### config.mk
export PLATFORM = sky130hd
export DESIGN_NAME = smla_ctrl
export DESIGN_NICKNAME = d
export VERILOG_FILES = /design/src/smla_pkg.sv /design/src/smla_ctrl.sv
export SDC_FILE = /design/constraint.sdc
export NUM_CORES = 1
export LEC_CHECK = 0
export BUFFER_PORTS_ARGS = -buffer_cell sky130_fd_sc_hd__buf_2
export CAP_MARGIN = 30
export CORE_UTILIZATION = 50
export DETAILED_ROUTE_END_ITERATION = 12
export GPL_ROUTABILITY_DRIVEN = 0
export GPL_TIMING_DRIVEN = 0
export PLACE_DENSITY = 0.67
export SETUP_SLACK_MARGIN = 0.02
export SLEW_MARGIN = 20
export SYNTH_ARGS = -nofsm -noshare
export SYNTH_HDL_FRONTEND = slang
export SYNTH_SLANG_ARGS = --single-unit
export TNS_END_PERCENT = 50
### constraint.sdc
create_clock -name ref_clk_i -period 8.12 [get_ports ref_clk_i]
set_input_delay 0.812 -clock ref_clk_i [delete_from_list [all_inputs] [get_ports ref_clk_i]]
set_output_delay 0.812 -clock ref_clk_i [all_outputs]
set_load 0.005 [all_outputs]
### src/smla_pkg.sv
// constants, field layouts and carrier types for the sync modem line adapter
// Overview of operation
// - line error code 01 parity, 10 overflow, 11 both
// - status byte i,o,s,0,0,r,c,u; interlock, carrier and clear-to-send levels never interrupt
// - underflow bit set on fill sync, not on accept-ring sync; interrupt if i
// - control-line-in change interrupts while transmit or receive
// - ring bit follows ring; interrupts when accept-ring set
// - setup word: payload 15:8, selector 7:6, address 5:0
// - selector 00 data, 01 control, 10 tsc, 11 rsc
// - short characters right-justified, upper bits zero
// - transmit sync character whenever line would underflow
// - receive sync needs two consecutive sync matches
// - delete-sync bit discards characters matching receive sync
// - new receive sync character drops current synchronisation
// - transmit bit: mode, request-to-send, requests after clear-to-send
// - receive plus carrier: hunt, two matches, then characters
// - parity bit turns 8-bit no-parity into 7 plus parity
// - terminal-ready and control-line bits drive modem outputs
// - accept-ring requests status; stops output, sends sync continuously
// - underflow interrupt bit interrupts on each fill sync
// - setup sequence loads addressed line from setup word
// - status read returns byte, zeros in 7:6, address
package smla_pkg;

  // ****************************************
  // word and field layouts
  // ****************************************
  typedef struct packed {
    logic [7:0] payload;
    logic [1:0] sel;
    logic [5:0] addr;
  } smla_word_t;

  // line control byte, bit 14 of the word is i
  typedef struct packed {
    logic s;
    logic i;
    logic c;
    logic a;
    logic d;
    logic p;
    logic r;
    logic t;
  } smla_ctl_t;

  localparam logic [1:0] SEL_DATA = 2'h0;
  localparam logic [1:0] SEL_CTRL = 2'h1;
  localparam logic [1:0] SEL_TSC = 2'h2;
  localparam logic [1:0] SEL_RSC = 2'h3;

  // ****************************************
  // reset values and sizes
  // ****************************************
  localparam logic [7:0] CTRL_RST = 8'h00;
  localparam logic [7:0] SYNC_RST = 8'h00;
  localparam int CHAR_W = 8;
  localparam int FIFO_D = 8;
  localparam logic [2:0] BIT_LAST = 3'h7;

  // ****************************************
  // synchronised pin positions
  // ****************************************
  localparam int PIN_W = 8;
  localparam int PIN_TCLK = 0;
  localparam int PIN_RCLK = 1;
  localparam int PIN_RXD = 2;
  localparam int PIN_CTS = 3;
  localparam int PIN_CO = 4;
  localparam int PIN_ILK = 5;
  localparam int PIN_RING = 6;
  localparam int PIN_CTLI = 7;

  // ****************************************
  // receiver states
  // ****************************************
  typedef enum logic [2:0] {
    RX_HUNT = 3'b001,
    RX_ONE = 3'b010,
    RX_SYNC = 3'b100
  } smla_rx_t;

endpackage

### src/smla_ctrl.sv
// sync modem line adapter: transmit fifo and the line logic
`timescale 1ns/1ps

// ****************************************
// fifo
// ****************************************
module smla_fifo #(
  parameter int W = 8,
  parameter int D = 8
) (
  // clock and reset
  input wire logic ref_clk_i,
  input wire logic srst_i,
  // fill side
  input wire logic in_valid_i,
  input wire logic [W-1:0] in_data_i,
  output logic in_ready_o,
  // drain side
  output logic out_valid_o,
  output logic [W-1:0] out_data_o,
  input wire logic out_ready_i
);
  localparam int AW = $clog2(D);
  logic [W-1:0] mem [D];
  logic [AW-1:0] wp_r;
  logic [AW-1:0] rp_r;
  logic [AW:0] cnt_r;
  logic push;
  logic pop;

  assign in_ready_o = (cnt_r != (AW+1)'(D));
  assign out_valid_o = (cnt_r != '0);
  assign out_data_o = mem[rp_r];
  assign push = in_valid_i && in_ready_o;
  assign pop = out_valid_o && out_ready_i;

  always_ff @(posedge ref_clk_i) begin
    if (push) begin
      mem[wp_r] <= in_data_i;
    end
  end

  always_ff @(posedge ref_clk_i) begin
    if (srst_i) begin
      wp_r <= '0;
      rp_r <= '0;
      cnt_r <= '0;
    end else begin
      if (push) begin
        wp_r <= (wp_r == AW'(D-1)) ? '0 : wp_r + 1'b1;
      end
      if (pop) begin
        rp_r <= (rp_r == AW'(D-1)) ? '0 : rp_r + 1'b1;
      end
      cnt_r <= cnt_r + (AW+1)'(push) - (AW+1)'(pop);
    end
  end
endmodule

// ****************************************
// line adapter
// ****************************************
module smla_ctrl #(
  parameter logic [5:0] LINE_ADDR = 6'h00,
  parameter logic EIGHT_NO_PAR = 1'b1
) (
  // clock and reset
  input wire logic ref_clk_i,
  input wire logic srst_i,
  // setup words from the multiplexor
  input wire logic setup_valid_i,
  input wire smla_pkg::smla_word_t setup_word_i,
  // status read
  input wire logic rd_req_i,
  input wire smla_pkg::smla_word_t rd_sel_i,
  output logic rd_valid_o,
  output smla_pkg::smla_word_t rd_word_o,
  // service requests
  output logic odr_o,
  output logic idr_o,
  output logic sir_o,
  output logic lerr_o,
  output logic [1:0] lerr_code_o,
  // modem inputs
  input wire logic tx_bit_clk_i,
  input wire logic rx_bit_clk_i,
  input wire logic rxd_i,
  input wire logic cts_i,
  input wire logic carrier_i,
  input wire logic interlock_i,
  input wire logic ring_i,
  input wire logic ctl_in_i,
  // modem outputs
  output logic txd_o,
  output logic rts_o,
  output logic dtr_o,
  output logic ctl_out_o
);
  import smla_pkg::*;

  function automatic logic odd_par(input logic [6:0] d);
    odd_par = ~(^d);
  endfunction

  // parity mode: 7 data bits plus odd parity in the top bit
  function automatic logic [7:0] fmt(input logic p, input logic [7:0] d);
    fmt = p ? {odd_par(d[6:0]), d[6:0]} : d;
  endfunction

  // ****************************************
  // pin synchronisers
  // ****************************************
  logic [PIN_W-1:0] pins;
  logic [PIN_W-1:0] pin_a;
  logic [PIN_W-1:0] pin_b;
  logic [PIN_W-1:0] pin_c;
  assign pins = {ctl_in_i, ring_i, interlock_i, carrier_i, cts_i, rxd_i,
                 rx_bit_clk_i, tx_bit_clk_i};

  always_ff @(posedge ref_clk_i) begin
    if (srst_i) begin
      pin_a <= '0;
      pin_b <= '0;
      pin_c <= '0;
    end else begin
      pin_a <= pins;
      pin_b <= pin_a;
      pin_c <= pin_b;
    end
  end

  logic tx_tick;
  logic rx_tick;
  logic cts;
  logic ctl_chg;
  assign tx_tick = pin_b[PIN_TCLK] && !pin_c[PIN_TCLK];
  assign rx_tick = pin_b[PIN_RCLK] && !pin_c[PIN_RCLK];
  assign cts = pin_b[PIN_CTS];
  assign ctl_chg = pin_b[PIN_CTLI] != pin_c[PIN_CTLI];

  // ****************************************
  // setup decode and line registers
  // ****************************************
  smla_ctl_t ctl_r;
  logic [7:0] tsc_r;
  logic [7:0] rsc_r;
  logic hit;
  logic wr_data;
  logic wr_ctl;
  logic wr_rsc;
  assign hit = setup_valid_i && (setup_word_i.addr == LINE_ADDR);
  assign wr_data = hit && (setup_word_i.sel == SEL_DATA);
  assign wr_ctl = hit && (setup_word_i.sel == SEL_CTRL);
  assign wr_rsc = hit && (setup_word_i.sel == SEL_RSC);

  always_ff @(posedge ref_clk_i) begin
    if (srst_i) begin
      ctl_r <= CTRL_RST;
      tsc_r <= SYNC_RST;
      rsc_r <= SYNC_RST;
    end else begin
      if (wr_ctl) begin
        ctl_r <= setup_word_i.payload;
        ctl_r.p <= setup_word_i.payload[2] && EIGHT_NO_PAR;
      end
      if (hit && setup_word_i.sel == SEL_TSC) begin
        tsc_r <= setup_word_i.payload;
      end
      if (wr_rsc) begin
        rsc_r <= setup_word_i.payload;
      end
    end
  end

  always_ff @(posedge ref_clk_i) begin
    if (srst_i) begin
      rts_o <= 1'b0;
      dtr_o <= 1'b0;
      ctl_out_o <= 1'b0;
    end else begin
      rts_o <= ctl_r.t;
      dtr_o <= ctl_r.d;
      ctl_out_o <= ctl_r.c;
    end
  end

  // ****************************************
  // transmitter
  // ****************************************
  logic f_ready;
  logic f_valid;
  logic [7:0] f_data;
  logic tx_on;
  logic tx_load;
  logic pop;
  logic uf_evt;
  logic [2:0] tx_cnt_r;
  logic [7:0] tx_sh_r;
  logic [7:0] tx_chr;
  // data words queue here so host bursts ride out slow modem clocks
  smla_fifo #(.W(CHAR_W), .D(FIFO_D)) u_fifo (
    .ref_clk_i(ref_clk_i),
    .srst_i(srst_i),
    .in_valid_i(wr_data),
    .in_data_i(setup_word_i.payload),
    .in_ready_o(f_ready),
    .out_valid_o(f_valid),
    .out_data_o(f_data),
    .out_ready_i(pop)
  );

  assign tx_on = ctl_r.t && cts;
  assign tx_load = tx_tick && tx_on && (tx_cnt_r == '0);
  assign pop = tx_load && !ctl_r.a && f_valid;
  assign uf_evt = tx_load && !ctl_r.a && !f_valid;
  assign tx_chr = fmt(ctl_r.p, pop ? f_data : tsc_r);

  always_ff @(posedge ref_clk_i) begin
    if (srst_i) begin
      tx_cnt_r <= '0;
      tx_sh_r <= '0;
      txd_o <= 1'b1;
    end else if (tx_tick) begin
      if (!tx_on) begin
        tx_cnt_r <= '0;
        txd_o <= 1'b1;
      end else if (tx_load) begin
        txd_o <= tx_chr[0];
        tx_sh_r <= {1'b0, tx_chr[7:1]};
        tx_cnt_r <= BIT_LAST;
      end else begin
        txd_o <= tx_sh_r[0];
        tx_sh_r <= {1'b0, tx_sh_r[7:1]};
        tx_cnt_r <= tx_cnt_r - 1'b1;
      end
    end
  end

  // requests stop while full: a data word sent anyway is refused
  always_ff @(posedge ref_clk_i) begin
    if (srst_i) begin
      odr_o <= 1'b0;
    end else begin
      odr_o <= tx_on && !ctl_r.a && f_ready;
    end
  end

  // ****************************************
  // receiver
  // ****************************************
  smla_rx_t rx_st;
  logic [7:0] rx_sh_r;
  logic [2:0] rx_cnt_r;
  logic rx_en;
  logic [7:0] sh_n;
  logic match;
  logic chr_done;
  logic deliver;
  assign rx_en = rx_tick && ctl_r.r && pin_b[PIN_CO];
  assign sh_n = {pin_b[PIN_RXD], rx_sh_r[7:1]};
  assign match = sh_n == fmt(ctl_r.p, rsc_r);
  assign chr_done = rx_en && (rx_st != RX_HUNT) && (rx_cnt_r == BIT_LAST);
  assign deliver = chr_done && (rx_st == RX_SYNC) && !(ctl_r.s && match);

  always_ff @(posedge ref_clk_i) begin
    if (srst_i) begin
      rx_st <= RX_HUNT;
      rx_sh_r <= '0;
      rx_cnt_r <= '0;
    end else if (wr_rsc || !ctl_r.r || !pin_b[PIN_CO]) begin
      rx_st <= RX_HUNT;
      rx_cnt_r <= '0;
    end else if (rx_en) begin
      rx_sh_r <= sh_n;
      rx_cnt_r <= (rx_st == RX_HUNT) ? '0 : rx_cnt_r + 1'b1;
      case (rx_st)
        RX_HUNT: begin
          if (match) begin
            rx_st <= RX_ONE;
          end
        end
        RX_ONE: begin
          if (chr_done) begin
            rx_st <= match ? RX_SYNC : RX_HUNT;
          end
        end
        RX_SYNC: begin
          rx_st <= RX_SYNC;
        end
        default: begin
          rx_st <= RX_HUNT;
        end
      endcase
    end
  end

  logic rd_hit;
  logic rd_data;
  logic rd_stat;
  logic [7:0] rx_data_r;
  logic perr_r;
  logic ovf_r;
  assign rd_hit = rd_req_i && (rd_sel_i.addr == LINE_ADDR);
  assign rd_data = rd_hit && (rd_sel_i.sel == SEL_DATA);
  assign rd_stat = rd_hit && (rd_sel_i.sel == SEL_CTRL);

  // a new character in the read cycle wins over the clear
  always_ff @(posedge ref_clk_i) begin
    if (srst_i) begin
      idr_o <= 1'b0;
      rx_data_r <= '0;
      perr_r <= 1'b0;
      ovf_r <= 1'b0;
    end else begin
      if (rd_data) begin
        idr_o <= 1'b0;
        perr_r <= 1'b0;
        ovf_r <= 1'b0;
      end
      if (!ctl_r.r) begin
        perr_r <= 1'b0;
        ovf_r <= 1'b0;
      end
      if (deliver) begin
        if (idr_o && !rd_data) begin
          ovf_r <= 1'b1;
        end else begin
          idr_o <= 1'b1;
          rx_data_r <= ctl_r.p ? {1'b0, sh_n[6:0]} : sh_n;
          perr_r <= ctl_r.p && (odd_par(sh_n[6:0]) != sh_n[7]);
        end
      end
    end
  end

  always_ff @(posedge ref_clk_i) begin
    if (srst_i) begin
      lerr_o <= 1'b0;
      lerr_code_o <= 2'h0;
    end else begin
      lerr_o <= perr_r || ovf_r;
      lerr_code_o <= {ovf_r, perr_r};
    end
  end

  // ****************************************
  // status and status change
  // ****************************************
  logic uf_r;
  logic sir_set;
  logic [7:0] stat;
  assign stat = {pin_b[PIN_ILK], pin_b[PIN_CO], cts, 2'b00, pin_b[PIN_RING],
                 pin_b[PIN_CTLI], uf_r};
  assign sir_set = (uf_evt && ctl_r.i)
                 || (ctl_chg && (ctl_r.t || ctl_r.r))
                 || (pin_b[PIN_RING] && ctl_r.a);

  always_ff @(posedge ref_clk_i) begin
    if (srst_i) begin
      uf_r <= 1'b0;
      sir_o <= 1'b0;
    end else begin
      uf_r <= uf_evt || (uf_r && !rd_stat);
      sir_o <= sir_set || (sir_o && !rd_stat);
    end
  end

  always_ff @(posedge ref_clk_i) begin
    if (srst_i) begin
      rd_valid_o <= 1'b0;
      rd_word_o <= '0;
    end else begin
      rd_valid_o <= rd_hit;
      rd_word_o.payload <= rd_data ? rx_data_r : (rd_stat ? stat : 8'h00);
      rd_word_o.sel <= 2'h0;
      rd_word_o.addr <= LINE_ADDR;
    end
  end
endmodule

==> impl_metrics.json, run 1 <==
{
  "status": "complete, no violations",
  "first_pass_iters": 6,
  "final_common_cell": "dfxtp_1",
  "critPathKind": "flip-flop to flip-flop",
  "grt-ovfl-total": 0,
  "syn_to_final_growth_pct": 14.9,
  "coreArea_sq_mm": 0.0139,
  "drc": 0,
  "grt_max_degree": 17,
  "setup_tns_ps": 0,
  "die_height_um": 121,
  "numCtsBuffers": 17,
  "yosysWarnings": 0,
  "fin_hold_ws_ps": 441,
  "netlist_area_sq_mm": 0.00710,
  "crit_path_end": "tx_sh_r[6]",
  "crit_start": "tx_cnt_r[0]",
  "synth_edf_count": 64,
  "max_cap_violations": 0,
  "fin_nets": 717,
  "cts_hold_buf": 0,
  "cp.arrival_ps": 3700,
  "numPortBuffers": 54,
  "hold_viol": 0,
  "numClockSinks": 173,
  "clk_latency_ps": 430,
  "pre_cts_ws_ps": 4620,
  "fin_util": 0.588,
  "avgSynthCellArea_sq_um": 12.3,
  "fin_crit_sh": 0.413,
  "syn_inst": 578,
  "r2r_start": "tx_cnt_r[0]",
  "rsz0062_at_grt": "false",
  "endpoint_kind": "flip-flop",
  "timing.slew.headroom": 0.378,
  "drive_gt1_frac": 0.174,
  "dp_hpwl_mm": 10.3,
  "initial_core_util": 0.512,
  "clkTransAtPathRegs_ps": 60,
  "yosysSeqAreaShare": 0.578,
  "cts_htree_levels": 4,
  "synth_cell_types": 55,
  "async_flop_share": 0,
  "total_power_mw": 1.69,
  "p_leak_nw": 3.20,
  "clk_path_buf_depth": 2,
  "worst_pin_slew_ps": 929,
  "postLayoutSetupSlackWorst_ps": 4770,
  "antenna_cells": 0,
  "cts_resized": 0,
  "startpoint_type": "flip-flop",
  "postRouteWirelength_mm": 14.6,
  "ant_nets": 0,
  "dieArea_sq_mm": 0.0147,
  "reg2reg_slack_ps": 4770,
  "fp.dieW_um": 121,
  "num-fill-cells": 1148,
  "timing.final.max_slew_violations": 0,
  "ys_ff_latch": 173,
  "path_max_fanout": 10,
  "via_per_inst": 5.39,
  "drt_iter0_drc": 338,
  "grt_pass1_vias": 4509,
  "antenna_found_initial": 0,
  "via_count": 4584,
  "grt_use_total": 0.215,
  "fmax_mhz": 298,
  "wl_per_cell_um": 17.1,
  "layout_common_cells": "109 x dfxtp_1, 77 x nor2_1, 64 x edfxtp_1",
  "ctsRootBufferMaster": "clkbuf_16",
  "r2r_cells": 10,
  "period_needed_ps": 3350,
  "crit_required_ps": 8460,
  "skew_ps": 8.68,
  "final-setup-viol-count": 0,
  "post-cts-setup-buffers": 0,
  "r2r-end": "tx_sh_r[6]",
  "hold_class": "flip-flop to flip-flop",
  "ys.flop_type": "dfxtp_1",
  "grt_pass1_wl_mm": 23.2,
  "cts_tree": "built",
  "powerDensity_mw_per_mm2": 206,
  "vdd_drop_max_mv": 0.133,
  "num_rows": 43,
  "ioPinCount": 71
}
[power by group]
group          internal, mW  total (mW)  switching (mW)
sequential            0.903       0.905         0.00231
clock                 0.425       0.740           0.315
combinational        0.0150      0.0397          0.0247
[per-layer routing]
layer  GRT usage  vias to the layer above  routed length, um
met5           0                        -                  0
met4      0.0880                        0                210
met3      0.0461                       21                599
met2       0.351                      105               7070
met1       0.279                     2236               6670
li1            -                     2222                  -
[synthesized netlist by cell type (all sizes together) (13+ instances only)]
cell / number / area share
a21oi: 22 / 0.016
edfxtp: 64 / 0.27
nor2: 77 / 0.041
mux2i: 38 / 0.054
clkbuf: 18 / 0.0095
xnor2: 14 / 0.018
inv: 14 / 0.0074
buf: 15 / 0.017
ha: 14 / 0.025
nor2b: 29 / 0.026
mux4: 16 / 0.058
dfxtp: 109 / 0.31
nand2: 29 / 0.015
mux2: 13 / 0.021
[worst min path at each step]
| stage | start | to | cells past startpoint |
|---|---|---|---|
| after global placement | pin_a[1] | pin_b[1] | 1 |
| after CTS | pin_a[2] | pin_b[2] | 1 |
| after floorplan | pin_a[0] | pin_b[0] | 1 |
| after detailed placement | pin_a[1] | pin_b[1] | 1 |
| after global routing | pin_a[1] | pin_b[1] | 1 |
| final | pin_a[4] | pin_b[4] | 1 |
[metrics by stage]
step | area [sq um] | instances
after detailed placement | 7630 | 819
final | 8160 | 851
after global placement | 7620 | 819
after global routing | 8160 | 851
after floorplan | 7130 | 585
after CTS | 8160 | 851
[critical path, stage by stage (launching register included)]
cell       delay, ps
dfxtp_1          320
inv_1             80
ha_1             200
nand2b_1          60
buf_2            190
a2111oi_2        630
buf_2            400
mux2i_1          490
xor2_1           190
xnor3_1          430
a221oi_2         260
[sequential cells by signal (all words and copies together), names as in the netlist, 7 cells and up, named ones only]
signal	count
u_fifo.mem	64
rd_word_o	8
rx_data_r	8
rsc_r	8
pin_a	8
tsc_r	8
tx_sh_r	7
pin_b	8
rx_sh_r	7
ctl_r	8
[layout make-up]
class | count | area [sq um] | area share
sequential | 173 | 4100 | 0.503
multi-input combinational | 365 | 2790 | 0.342
clock buffer | 23 | 458 | 0.0561
timing repair buffer | 54 | 270 | 0.0331
tap | 180 | 225 | 0.0276
buffer | 33 | 188 | 0.0230
clock inverter | 9 | 71.3 | 0.00874
inverter | 14 | 52.6 | 0.00644
[kinds of logic (layout without fill, tap and decap cells)]
logic type                 Yosys count  after routing  share of synthesized area
and+or+nand+nor                    186            186                      0.125
xor gates and xnor gates            25             25                     0.0396
adders and majority gates           15             15                     0.0275
other                                1              8                   0.000528
muxes                               67             67                      0.133
buffers and inverters               47            133                     0.0338
DFF                                173            173                      0.578
AOI/OAI and AO/OA                   64             64                     0.0624
(Power assumes the default switching activity.)
==> run 2: changes to the inputs <==
--- a/config.mk
+++ b/config.mk
@@ -11,7 +11,7 @@
 export DETAILED_ROUTE_END_ITERATION = 12
 export GPL_ROUTABILITY_DRIVEN = 0
 export GPL_TIMING_DRIVEN = 0
-export PLACE_DENSITY = 0.67
+export PLACE_DENSITY = 0.7
 export SETUP_SLACK_MARGIN = 0.02
 export SLEW_MARGIN = 20
 export SYNTH_ARGS = -nofsm -noshare
==> constraint.sdc (replaced) <==
create_clock -name ref_clk_i -period 2.9 [get_ports ref_clk_i]
set_input_delay 0.29 -clock ref_clk_i [delete_from_list [all_inputs] [get_ports ref_clk_i]]
set_output_delay 0.29 -clock ref_clk_i [all_outputs]
set_load 0.005 [all_outputs]
==> impl_metrics.json, run 2 (same netlist as run 1, synthesis figures left out) <==
{
  "max_cap_violations": 0,
  "fin_crit_sh": 0.941,
  "num-fill-cells": 1093,
  "final-setup-viol-count": 0,
  "coreArea_sq_mm": 0.0139,
  "cts_htree_levels": 4,
  "critPathKind": "flip-flop to flip-flop",
  "numPortBuffers": 54,
  "status": "complete, no violations",
  "cts_tree": "built",
  "regMostFlops": "u_fifo.mem",
  "via_per_inst": 5.36,
  "period_needed_ps": 2730,
  "dp_hpwl_mm": 10.2,
  "grt-ovfl-total": 0,
  "crit_required_ps": 3240,
  "drive_gt1_frac": 0.192,
  "r2r-end": "tx_sh_r[6]",
  "grt_pass1_vias": 4370,
  "die_height_um": 121,
  "pwr-share-comb": 0.023,
  "r2r_cells": 10,
  "endpoint_kind": "flip-flop",
  "drt_iter0_drc": 366,
  "wl_per_cell_um": 17.1,
  "p_switching_uw": 953,
  "clkTransAtPathRegs_ps": 60,
  "antenna_found_initial": 0,
  "p_leak_nw": 3.26,
  "timing.slew.headroom": 0.368,
  "via_count": 4574,
  "fin_hold_ws_ps": 74.0,
  "grt_pass1_wl_mm": 22.9,
  "antenna_cells": 0,
  "drc": 0,
  "vdd_drop_max_mv": 0.352,
  "clk_latency_ps": 430,
  "num_rows": 43,
  "first_pass_iters": 5,
  "netSwitchingFraction": 0.195,
  "fin_util": 0.598,
  "syn_to_final_growth_pct": 16.8,
  "worst_pin_slew_ps": 944,
  "cp.arrival_ps": 3070,
  "p_clk_frac": 0.457,
  "powerDensity_mw_per_mm2": 588,
  "timing.final.max_slew_violations": 0,
  "reg2reg_slack_ps": 170,
  "hold_class": "input port to flip-flop",
  "fmax_mhz": 367,
  "final_common_cell": "dfxtp_1",
  "crit_start": "tx_cnt_r[0]",
  "seq_power_share": 0.520,
  "rsz0062_at_grt": "false",
  "dieArea_sq_mm": 0.0147,
  "numCtsBuffers": 17,
  "postRouteWirelength_mm": 14.6,
  "r2r_start": "tx_cnt_r[0]",
  "initial_core_util": 0.512,
  "crit_path_end": "tx_sh_r[6]",
  "largest_reg_flops": 64,
  "numClockSinks": 173,
  "ant_nets": 0,
  "fp.dieW_um": 121,
  "ioPinCount": 71,
  "grt_max_degree": 17,
  "path_max_fanout": 10,
  "clk_path_buf_depth": 2,
  "intPower_mw": 3.92,
  "layout_common_cells": "109 x dfxtp_1, 74 x nor2_1, 64 x edfxtp_1",
  "fin_nets": 719,
  "grt_use_total": 0.211,
  "skew_ps": 6.44,
  "hold_viol": 0,
  "ctsRootBufferMaster": "clkbuf_16",
  "startpoint_type": "flip-flop"
}
## run 2: cell types whose count changed in the layout (fill, tap and decap cells not counted), sizes merged
cell,before,now
clkbuf,41,45
clkinvlp,1,0
buf,69,72
clkinv,7,4
bufinv,1,0
## run 2: what timing repair did
action / in CTS / in global routing
hold buffers: 0 / 0
pin swaps: 1 / 1
buffers inserted: 0 / 1
gates resized for setup: 6 / 4
endpoints found under the setup margin: 4 / 25
## run 2: final cells by class
class	instances	area, sq um	share of cell area
sequential	173	4100	0.495
inverter	14	52.6	0.00634
buffer	32	194	0.0234
timing repair buffer	57	293	0.0353
clock buffer	28	579	0.0698
multi-input combinational	365	2830	0.341
tap	180	225	0.0272
clock inverter	4	20.0	0.00241
## run 2: layer usage
| metal | routed length, um | global-route usage | share of wire | up-vias |
|---|---|---|---|---|
| li1 | - | - | - | 2231 |
| met3 | 673 | 0.0498 | 0.046 | 20 |
| met5 | 0 | 0 | 0 | - |
| met1 | 6670 | 0.283 | 0.46 | 2219 |
| met4 | 244 | 0.0741 | 0.017 | 0 |
| met2 | 6970 | 0.336 | 0.48 | 104 |
## run 2: worst max-delay path, cell delays in order, from the launching register on
cell and delay (ps):
dfxtp_1 330, inv_1 110, ha_1 200, nand2b_1 60
buf_2 190, a2111oi_4 350, buf_6 230, mux2i_4 330
xor2_1 170, xnor3_1 420, a221oi_2 240
## run 2: through the flow
| stage | setup WS, ps | power (mW) | area (sq um) | setup TNS, ps | cells |
|---|---|---|---|---|---|
| after floorplan | 195 | 2.64 | 7130 | 0 | 585 |
| after global placement | -547 | 2.69 | 7620 | -9050 | 819 |
| after detailed placement | -365 | 2.70 | 7640 | -4600 | 820 |
| after CTS | 82.4 | 4.89 | 8270 | 0 | 852 |
| after global routing | 15.1 | 5.03 | 8290 | 0 | 853 |
| final | 172 | 4.88 | 8290 | 0 | 853 |
## run 2: worst min path at each step
stage	startpoint	endpoint	slack (ps)	cells after the start
after floorplan	srst_i	lerr_code_o[1]	370	1
after global placement	pin_a[6]	pin_b[6]	420	1
after detailed placement	pin_a[4]	pin_b[4]	420	1
after CTS	carrier_i	pin_a[4]	60	2
after global routing	interlock_i	pin_a[5]	90	2
final	rxd_i	pin_a[2]	70	2
## run 2: power groups by stage
stage | clock network [mW] | registers [mW] | logic (mW)
floorplan | 0 | 2.58 | 0.0520
global placement | 0 | 2.59 | 0.107
detailed placement | 0 | 2.59 | 0.110
CTS | 2.25 | 2.53 | 0.111
global route | 2.37 | 2.53 | 0.122
finish | 2.23 | 2.53 | 0.111
